==> config.mk <==
export PLATFORM = sky130hd
export DESIGN_NAME = tdp_top
export DESIGN_NICKNAME = d
export VERILOG_FILES = /design/src/tdp_pkg.sv /design/src/tdp_fifo.sv /design/src/tdp_top.sv
export SDC_FILE = /design/constraint.sdc
export NUM_CORES = 1
export LEC_CHECK = 0
export ABC_CLOCK_PERIOD_IN_PS = 4650
export BUFFER_PORTS_ARGS = -buffer_cell sky130_fd_sc_hd__buf_2
export CAP_MARGIN = 25
export CORE_MARGIN = 1
export CORE_UTILIZATION = 59
export CTS_BUF_LIST = sky130_fd_sc_hd__clkbuf_4 sky130_fd_sc_hd__clkbuf_8
export DETAILED_ROUTE_END_ITERATION = 10
export GPL_ROUTABILITY_DRIVEN = 0
export PLACE_DENSITY = 0.84
export SYNTH_ARGS = -nofsm -noshare
export SYNTH_HDL_FRONTEND = slang
export SYNTH_HIERARCHICAL = 1
export SYNTH_SLANG_ARGS = --single-unit
==> constraint.sdc <==
create_clock -name CLK -period 4.65 [get_ports CLK]
set_clock_uncertainty 0.1 [all_clocks]
set_input_delay 0.93 -clock CLK [delete_from_list [all_inputs] [get_ports CLK]]
set_output_delay 0.93 -clock CLK [all_outputs]
set_load 0.02 [all_outputs]
==> src/tdp_pkg.sv <==
// =====================================================
// trace and serial debug pin package
package tdp_pkg;

	// =====================================================
	// configuration word fields
	localparam int CFG_W = 32;
	localparam int CFG_TRACE_DISABLE_BIT = 17;
	localparam int CFG_BRANCH_BYTES_LSB = 8;
	localparam logic [1:0] BRANCH_BYTES_OFF = 2'h0;

	// =====================================================
	// processor status codes
	localparam logic [3:0] PST_CONTINUE = 4'h0;
	localparam logic [3:0] PST_BEGIN = 4'h1;
	localparam logic [3:0] PST_USER = 4'h3;
	localparam logic [3:0] PST_PULSE_WDATA = 4'h4;
	localparam logic [3:0] PST_BRANCH = 4'h5;
	localparam logic [3:0] PST_RETURN_EXC = 4'h7;
	localparam logic [3:0] PST_MARK_BASE = 4'h8;
	localparam logic [3:0] PST_EXCEPTION = 4'hC;
	localparam logic [3:0] PST_EMU_EXC = 4'hD;
	localparam logic [3:0] PST_STOPPED = 4'hE;
	localparam logic [3:0] PST_HALTED = 4'hF;

	// =====================================================
	// widths, depths and reset values
	localparam int TRACE_W = 32;
	localparam int TRACE_DEPTH = 2;
	localparam int SERIAL_W = 17;
	localparam int SYNC_STAGES = 2;
	localparam logic [3:0] NIBBLE_RESET = 4'h0;

	// =====================================================
	// core side trace request
	typedef struct packed {
		logic [3:0] code;
		logic branch_variant;
		logic wdata;
		logic [1:0] wdata_bytes_m1;
		logic [TRACE_W-1:0] value;
	} tdp_core_s;

	// captured entry
	typedef struct packed {
		logic [1:0] bytes_m1;
		logic [TRACE_W-1:0] value;
	} tdp_entry_s;

	// drain states
	typedef enum logic [1:0] {
		DR_IDLE = 2'b00,
		DR_MARK = 2'b01,
		DR_DATA = 2'b10
	} tdp_drain_e;

	// halt states
	typedef enum logic [1:0] {
		HT_RUN = 2'b00,
		HT_PEND = 2'b01,
		HT_HALT = 2'b10
	} tdp_halt_e;

endpackage

==> src/tdp_fifo.sv <==
`timescale 1ns/1ps
// small trace store, head word comes out of a register
module tdp_fifo #(
	parameter int WIDTH = 34,
	parameter int DEPTH = 2
) (
	input wire logic clk,
	input wire logic rst_b,
	input wire logic push,
	input wire logic [WIDTH-1:0] wdata,
	input wire logic pop,
	output logic [WIDTH-1:0] rdata,
	output logic empty,
	output logic full
);
	localparam int AW = (DEPTH > 1) ? $clog2(DEPTH) : 1;

	initial begin
		if (DEPTH != (1 << AW) || DEPTH < 2)
			$error("tdp_fifo depth must be a power of two, at least 2");
	end

	logic [WIDTH-1:0] mem [DEPTH];
	logic [AW-1:0] wptr;
	logic [AW-1:0] rptr;
	logic [AW:0] count;
	logic [AW-1:0] next_rptr;
	logic do_push;
	logic do_pop;

	assign do_push = push && !full;
	assign do_pop = pop && !empty;
	assign next_rptr = do_pop ? rptr + AW'(1) : rptr;
	assign empty = (count == '0);
	assign full = (count == (AW+1)'(DEPTH));

	// storage write
	always_ff @(posedge clk) begin
		if (do_push)
			mem[wptr] <= wdata;
	end

	// pointers and fill count
	always_ff @(posedge clk) begin
		if (!rst_b) begin
			wptr <= '0;
			rptr <= '0;
			count <= '0;
		end else begin
			if (do_push)
				wptr <= wptr + AW'(1);
			rptr <= next_rptr;
			count <= count + (AW+1)'(do_push) - (AW+1)'(do_pop);
		end
	end

	// registered head with write forwarding
	always_ff @(posedge clk) begin
		if (!rst_b)
			rdata <= '0;
		else if (do_push && wptr == next_rptr)
			rdata <= wdata;
		else
			rdata <= mem[next_rptr];
	end
endmodule

==> src/tdp_top.sv <==
`timescale 1ns/1ps
module tdp_top #(
	parameter int SER_W = tdp_pkg::SERIAL_W,
	parameter int DEPTH = tdp_pkg::TRACE_DEPTH
) (
	input wire logic CLK,
	input wire logic RST_B,
	// pins
	input wire logic BREAKPOINT_REQUEST_N,
	input wire logic DEV_SERIAL_CLOCK,
	input wire logic DEV_SERIAL_IN,
	output logic DEV_SERIAL_OUT,
	output logic [3:0] PROCESSOR_STATUS_CODE,
	output logic [3:0] DEBUG_DATA_NIBBLE,
	output logic STATUS_SAMPLE_CLOCK,
	// configuration and breakpoint unit
	input wire logic [tdp_pkg::CFG_W-1:0] DEBUG_CONFIG_STATUS,
	input wire logic [3:0] BREAKPOINT_STATUS,
	// core side
	input wire tdp_pkg::tdp_core_s CORE_TRACE,
	input wire logic CORE_INSTR_DONE,
	input wire logic CORE_RESUME,
	output logic CORE_STALL,
	output logic CORE_HALT,
	// debug module serial side
	input wire logic [SER_W-1:0] SER_TX_WORD,
	output logic SER_TX_LOAD,
	output logic [SER_W-1:0] SER_RX_WORD,
	output logic SER_RX_VALID
);
	localparam int EW = $bits(tdp_pkg::tdp_entry_s);
	localparam int CW = $clog2(SER_W + 1);

	initial begin
		if (SER_W < 2)
			$error("tdp_top serial word must be at least 2 bits");
		if (DEPTH != 2)
			$error("tdp_top trace store depth must be 2");
	end

	// =====================================================
	// pin synchronizers
	logic [2:0] pin_raw;
	logic [2:0] sync_a;
	logic [2:0] sync_b;
	logic sclk_prev;
	logic breakpoint_request_n_req;
	logic sclk_rise;
	logic sdi;

	assign pin_raw = {DEV_SERIAL_IN, DEV_SERIAL_CLOCK, BREAKPOINT_REQUEST_N};

	// two flops per pin, first stage feeds only the second
	generate
		for (genvar i = 0; i < 3; i++) begin : g_sync
			always_ff @(posedge CLK) begin
				if (!RST_B) begin
					sync_a[i] <= 1'b1;
					sync_b[i] <= 1'b1;
				end else begin
					sync_a[i] <= pin_raw[i];
					sync_b[i] <= sync_a[i];
				end
			end
		end
	endgenerate

	// serial clock edge history
	always_ff @(posedge CLK) begin
		if (!RST_B)
			sclk_prev <= 1'b1;
		else
			sclk_prev <= sync_b[1];
	end

	assign breakpoint_request_n_req = !sync_b[0];
	assign sclk_rise = sync_b[1] && !sclk_prev;
	assign sdi = sync_b[2];

	// =====================================================
	// serial port shifter
	logic [SER_W-1:0] rx_shift;
	logic [SER_W-1:0] tx_shift;
	logic [CW-1:0] bit_cnt;
	logic last_bit;

	assign last_bit = (bit_cnt == CW'(SER_W - 1));
	assign SER_TX_LOAD = sclk_rise && last_bit;

	// bit counter per synced edge
	always_ff @(posedge CLK) begin
		if (!RST_B)
			bit_cnt <= '0;
		else if (sclk_rise)
			bit_cnt <= last_bit ? '0 : bit_cnt + CW'(1);
	end

	// receive shift, msb first
	always_ff @(posedge CLK) begin
		if (!RST_B)
			rx_shift <= '0;
		else if (sclk_rise)
			rx_shift <= {rx_shift[SER_W-2:0], sdi};
	end

	// received word handoff
	always_ff @(posedge CLK) begin
		if (!RST_B) begin
			SER_RX_WORD <= '0;
			SER_RX_VALID <= 1'b0;
		end else begin
			SER_RX_VALID <= sclk_rise && last_bit;
			if (sclk_rise && last_bit)
				SER_RX_WORD <= {rx_shift[SER_W-2:0], sdi};
		end
	end

	// response shift, reloaded at word end
	always_ff @(posedge CLK) begin
		if (!RST_B)
			tx_shift <= '0;
		else if (sclk_rise && last_bit)
			tx_shift <= SER_TX_WORD;
		else if (sclk_rise)
			tx_shift <= {tx_shift[SER_W-2:0], 1'b0};
	end

	// serial output changes on synced edge
	always_ff @(posedge CLK) begin
		if (!RST_B)
			DEV_SERIAL_OUT <= 1'b0;
		else if (sclk_rise && last_bit)
			DEV_SERIAL_OUT <= SER_TX_WORD[SER_W-1];
		else if (sclk_rise)
			DEV_SERIAL_OUT <= tx_shift[SER_W-2];
	end

	// =====================================================
	// halt control
	tdp_pkg::tdp_halt_e halt_st;

	// request waits for instruction end, resume leaves halt only once the request is released
	always_ff @(posedge CLK) begin
		if (!RST_B) begin
			halt_st <= tdp_pkg::HT_RUN;
		end else begin
			case (halt_st)
				tdp_pkg::HT_RUN: begin
					if (breakpoint_request_n_req && CORE_INSTR_DONE)
						halt_st <= tdp_pkg::HT_HALT;
					else if (breakpoint_request_n_req)
						halt_st <= tdp_pkg::HT_PEND;
				end
				tdp_pkg::HT_PEND: begin
					if (CORE_INSTR_DONE)
						halt_st <= tdp_pkg::HT_HALT;
				end
				tdp_pkg::HT_HALT: begin
					if (CORE_RESUME && !breakpoint_request_n_req)
						halt_st <= tdp_pkg::HT_RUN;
				end
				default: halt_st <= tdp_pkg::HT_RUN;
			endcase
		end
	end

	assign CORE_HALT = (halt_st == tdp_pkg::HT_HALT);

	// =====================================================
	// capture into trace store
	logic trace_off;
	logic [1:0] br_bytes;
	logic want_cap;
	tdp_pkg::tdp_entry_s cap_entry;
	tdp_pkg::tdp_entry_s head;
	logic [EW-1:0] head_raw;
	logic fifo_empty;
	logic fifo_full;
	logic fifo_pop;
	logic fifo_push;
	logic mark_slot;

	assign trace_off = DEBUG_CONFIG_STATUS[tdp_pkg::CFG_TRACE_DISABLE_BIT];
	assign br_bytes = DEBUG_CONFIG_STATUS[tdp_pkg::CFG_BRANCH_BYTES_LSB +: 2];

	// write-data always captured, branch targets by config
	always_comb begin
		want_cap = 1'b0;
		cap_entry.value = CORE_TRACE.value;
		cap_entry.bytes_m1 = CORE_TRACE.wdata_bytes_m1;
		if (CORE_TRACE.wdata) begin
			want_cap = 1'b1;
		end else if (CORE_TRACE.code == tdp_pkg::PST_BRANCH &&
			CORE_TRACE.branch_variant &&
			br_bytes != tdp_pkg::BRANCH_BYTES_OFF) begin
			want_cap = 1'b1;
			cap_entry.bytes_m1 = br_bytes;
		end
	end

	// stall only when both entries still wait, or status slot taken
	assign CORE_STALL = (want_cap && fifo_full) || mark_slot;
	assign fifo_push = want_cap && !fifo_full && !mark_slot;

	tdp_fifo #(
		.WIDTH(EW),
		.DEPTH(DEPTH)
	) u_store (
		.clk(CLK),
		.rst_b(RST_B),
		.push(fifo_push),
		.wdata(cap_entry),
		.pop(fifo_pop),
		.rdata(head_raw),
		.empty(fifo_empty),
		.full(fifo_full)
	);

	assign head = tdp_pkg::tdp_entry_s'(head_raw);

	// =====================================================
	// drain sequencer: marker then nibbles
	tdp_pkg::tdp_drain_e drain_st;
	logic [tdp_pkg::TRACE_W-1:0] out_shift;
	logic [2:0] nib_left;
	logic start_next;
	logic showing;

	assign start_next = !fifo_empty &&
		(drain_st == tdp_pkg::DR_IDLE ||
		(drain_st == tdp_pkg::DR_DATA && nib_left == 3'h0));
	assign mark_slot = start_next;
	assign fifo_pop = start_next;
	// marker cycle registers the first nibble, which reaches the pins one clock after the marker
	assign showing = (drain_st == tdp_pkg::DR_MARK) ||
		(drain_st == tdp_pkg::DR_DATA);

	// sequencer state
	always_ff @(posedge CLK) begin
		if (!RST_B) begin
			drain_st <= tdp_pkg::DR_IDLE;
		end else begin
			case (drain_st)
				tdp_pkg::DR_IDLE: begin
					if (start_next)
						drain_st <= tdp_pkg::DR_MARK;
				end
				tdp_pkg::DR_MARK: begin
					drain_st <= tdp_pkg::DR_DATA;
				end
				tdp_pkg::DR_DATA: begin
					if (start_next)
						drain_st <= tdp_pkg::DR_MARK;
					else if (nib_left == 3'h0)
						drain_st <= tdp_pkg::DR_IDLE;
				end
				default: drain_st <= tdp_pkg::DR_IDLE;
			endcase
		end
	end

	// nibble shifter, low nibble first; count excludes the marker nibble and the last nibble
	always_ff @(posedge CLK) begin
		if (!RST_B) begin
			out_shift <= '0;
			nib_left <= 3'h0;
		end else if (start_next) begin
			out_shift <= head.value;
			nib_left <= {head.bytes_m1, 1'b0};
		end else if (showing) begin
			out_shift <= {4'h0, out_shift[tdp_pkg::TRACE_W-1:4]};
			if (drain_st == tdp_pkg::DR_DATA && nib_left != 3'h0)
				nib_left <= nib_left - 3'h1;
		end
	end

	// =====================================================
	// status and data pins, registered each clock
	logic [3:0] next_pst;
	logic [3:0] next_dd;

	// trace off first, then halt, then marker, then continue on stall, then pipeline code
	always_comb begin
		next_pst = CORE_TRACE.code;
		if (CORE_HALT)
			next_pst = tdp_pkg::PST_HALTED;
		else if (start_next)
			next_pst = tdp_pkg::PST_MARK_BASE | {2'h0, head.bytes_m1};
		else if (CORE_STALL)
			next_pst = tdp_pkg::PST_CONTINUE;
		if (trace_off)
			next_pst = tdp_pkg::PST_CONTINUE;
	end

	// zero while trace is off, else captured nibble while draining, else breakpoint status
	always_comb begin
		next_dd = BREAKPOINT_STATUS;
		if (showing)
			next_dd = out_shift[3:0];
		if (trace_off)
			next_dd = tdp_pkg::NIBBLE_RESET;
	end

	// output flops on the rising edge
	always_ff @(posedge CLK) begin
		if (!RST_B) begin
			PROCESSOR_STATUS_CODE <= tdp_pkg::PST_CONTINUE;
			DEBUG_DATA_NIBBLE <= tdp_pkg::NIBBLE_RESET;
		end else begin
			PROCESSOR_STATUS_CODE <= next_pst;
			DEBUG_DATA_NIBBLE <= next_dd;
		end
	end

	// =====================================================
	// sample clock gate, enable moves while clock is low
	logic clk_gate;

	// falling edge enable keeps the gated clock glitch free
	always_ff @(negedge CLK) begin
		if (!RST_B)
			clk_gate <= 1'b0;
		else
			clk_gate <= !trace_off;
	end

	assign STATUS_SAMPLE_CLOCK = CLK & clk_gate;
endmodule

==> impl_metrics.ini <==
[floorplanning]
num_io_pins = 131
rows = 44
initial_core_util_pct = 60.69
fp.dieArea_mm2 = 0.01550
die_h_um = 124.5
die_x_um = 124.5
core_area_mm2 = 0.01459

[drt]
ant_nets = 0
drc_errors = 0
routedWlPerCell_um = 14.58
drt-total-wl_mm = 16.41
drt_iter0_markers = 353
vias = 5996
first_pass_iters = 4
viasPerCell = 5.330

[clock_network]
ctsResizeCount = 0
cts_setup_buffers = 0
clk_latency_ns = 0.63
cts_tree = done
holdBufCountCts = 0
cts.clk_slew.worst_paths_ns = 0.05

[critical_path]
path_class = reg -> out
cp_max_fo = 1
start_kind = flop
path_cells = and2_1 -> buf_2
arrival_ns = 3.54
worst-path-buf-inv = 1
slowest_stage = dfxtp_1
crit_family = flip-flops
critPathCaptureType = output pin
cp_data_required_time_ns = 3.62
critPathMaxStageDelay_ns = 0.28

[place]
dpl-instance-area_mm2 = 0.009371
numPortBuffers = 101
place_hpwl_mm = 9.742

[grt]
grt_pass1_wl_mm = 27.33
track_usage_pct = 21.73
grt_antenna_before_repair = 0
grt_max_degree = 79
grt_overflow = 0
grt_pass1_vias = 5916

[timing]
setup_viol = 0
slew_headroom_pct = 30.08
worstMarginPinSlew_ns = 1.049
tns_ns = 0
slew_violations = 0
rsz0062_at_grt = false
hold_viol_final = 0

[power]
power_mw = 6.473
power.density_mw_per_mm2 = 635.7
leakage_nw = 4.192
peakVddDrop_mv = 0.4099

[synthesis]
synth_fp_nets = 927
async_flop_share_pct = 0
syn_area_per_cell_um2 = 10.84
synth-edff-count = 68
yosys_warnings = 6
ys_types = 49
ys.flop_type = dfxtp_1
synth_area_mm2 = 0.008855
synthCells = 817
ys_seq_elements = 217
ys_seq_area_share_pct = 56.75

[cells_and_area]
drive_above_1_share_pct = 23.80
diodes = 0
synthToLayoutAreaGrowth_pct = 14.99
final_util_pct = 69.79
fillCellCount = 1072
seqCellArea_mm2 = 0.005025
final_area_mm2 = 0.01018
multi_input_area_mm2 = 0.003481
fin_nets = 1023

[worst_hold_path]
hold_class = reg -> reg

[status]
status = finished, final reports clean

[job]
maxCapViolations = 0
==> path summary, 6_finish.rpt <==
| path | startpoint | endpoint | slack, ns | cells after the start |
|---|---|---|---|---|
| setup / recovery | clk_gate | STATUS_SAMPLE_CLOCK | 0.08 | 2 |
| setup reg to reg | drain_st[0] | u_store/rdata[15] | 1.29 | 9 |
| hold reg to reg | sync_a[0] | sync_b[0] | 0.31 | 1 |
| hold / removal | sync_a[0] | sync_b[0] | 0.31 | 1 |
==> power by group <==
part	switching, mW	total, mW	internal, mW
registers	0.161	2.58	2.42
logic	1.34	2.10	0.758
clock network	0.740	1.79	1.05
==> worst register-to-register path: stages, from the launching register on <==
cell and delay, ns:
dfxtp_1 0.38, inv_1 0.09, ha_1 0.24, and3b_1 0.21
o21bai_4 0.47, inv_4 0.14, mux2_1 0.32, mux2_2 0.51
nand2b_4 0.54, a31oi_2 0.29
==> stage by stage <==
| step | setup WS, ns | std cells | hold slack [ns] |
|---|---|---|---|
| 2_1_floorplan | 0.3946 | 817 | 0.2863 |
| 3_3_place_gp | 0.6491 | 1055 | 0.2957 |
| 3_5_place_dp | 0.6446 | 1055 | 0.2987 |
| 4_1_cts | 0.05127 | 1125 | 0.3133 |
| 5_1_grt | 0.03856 | 1125 | 0.3374 |
| 6_report | 0.07953 | 1125 | 0.3082 |
==> flip-flops by register name, indices dropped and copies added, names as in the netlist <==
signal,flops
u_store/mem,68
u_store/rdata,34
out_shift,32
SER_RX_WORD,17
rx_shift,16
tx_shift,16
bit_cnt,5
DEBUG_DATA_NIBBLE,4
PROCESSOR_STATUS_CODE,4
nib_left,3
sync_a,3
drain_st,2
halt_st,2
sync_b,2
u_store/count,2
DEV_SERIAL_OUT,1
SER_RX_VALID,1
clk_gate,1
sclk_prev,1
sdi,1
u_store/rptr,1
u_store/wptr,1
==> synth_stat cells, types with 2 or more instances <==
cell / number / share of area, %
buf_6: 10 / 1.3
dfxtp_1: 149 / 34
and3_1: 3 / 0.21
a31oi_1: 6 / 0.42
nand3b_1: 4 / 0.34
nand4_1: 3 / 0.21
a21boi_1: 9 / 0.76
buf_4: 4 / 0.34
xnor2_1: 4 / 0.40
nand2_1: 180 / 7.6
and2_1: 5 / 0.35
mux2_2: 4 / 0.51
a21boi_0: 30 / 2.5
o21ai_1: 5 / 0.28
nand3_1: 5 / 0.28
xor2_1: 5 / 0.49
a21oi_1: 18 / 1.0
mux2i_1: 49 / 5.5
nor2b_1: 5 / 0.35
buf_2: 15 / 0.85
a41o_1: 2 / 0.23
a31oi_2: 30 / 4.2
nor2_1: 13 / 0.55
edfxtp_1: 68 / 23
nand2b_1: 46 / 3.3
inv_1: 12 / 0.51
o211a_1: 28 / 3.2
o21ai_0: 50 / 2.8
clkbuf_1: 26 / 1.1
ha_1: 10 / 1.4
==> logic make-up (layout without fill, tap and decap cells) <==
group                    after synthesis  in the layout  share of synthesized area, %
AO/OA/AOI/OAI                        184            184                         16.05
XOR/XNOR                              11             11                         1.258
adder cells (fa/ha/maj)               10             10                         1.413
buffers and inverters                 70            194                         4.281
flip-flops                           217            217                         56.75
multiplexers                          54             54                         6.175
AND/OR/NAND/NOR                      271            271                         14.07
==> cells in the final DEF (no fill, tap or decap), drive strengths merged, types with 2 or more instances in the layout <==
cell and n:
nand2 181, dfxtp 149, buf 110, edfxtp 68, clkbuf 61, o21ai 55, mux2i 49, nand2b 47
a21boi 39, a31oi 36, o211a 28, a21oi 18, inv 15, nor2 13, ha 10, clkinv 8
xor2 6, nand3 5, nor2b 5, and2 5, mux2 5, xnor2 5, nand3b 4, nand4 3
and3 3, a41o 2
==> cell type report <==
cell class                 count  area share (%)
clock buffer                  62           7.557
clock inverter                10          0.4915
inverter                      13          0.5530
multi-input combinational    530           34.19
sequential                   217           49.35
tap                          184           2.261
timing repair buffer         109           5.603
==> routing by layer <==
layer	track usage [%]	wire (um)	vias up
met2	35.39	8029	151
met4	11.98	392	0
met3	5.241	810	28
li1	-	-	3030
met1	26.51	7175	2787
met5	0	0	-
No activity file was read; power rests on OpenSTA's default activity.
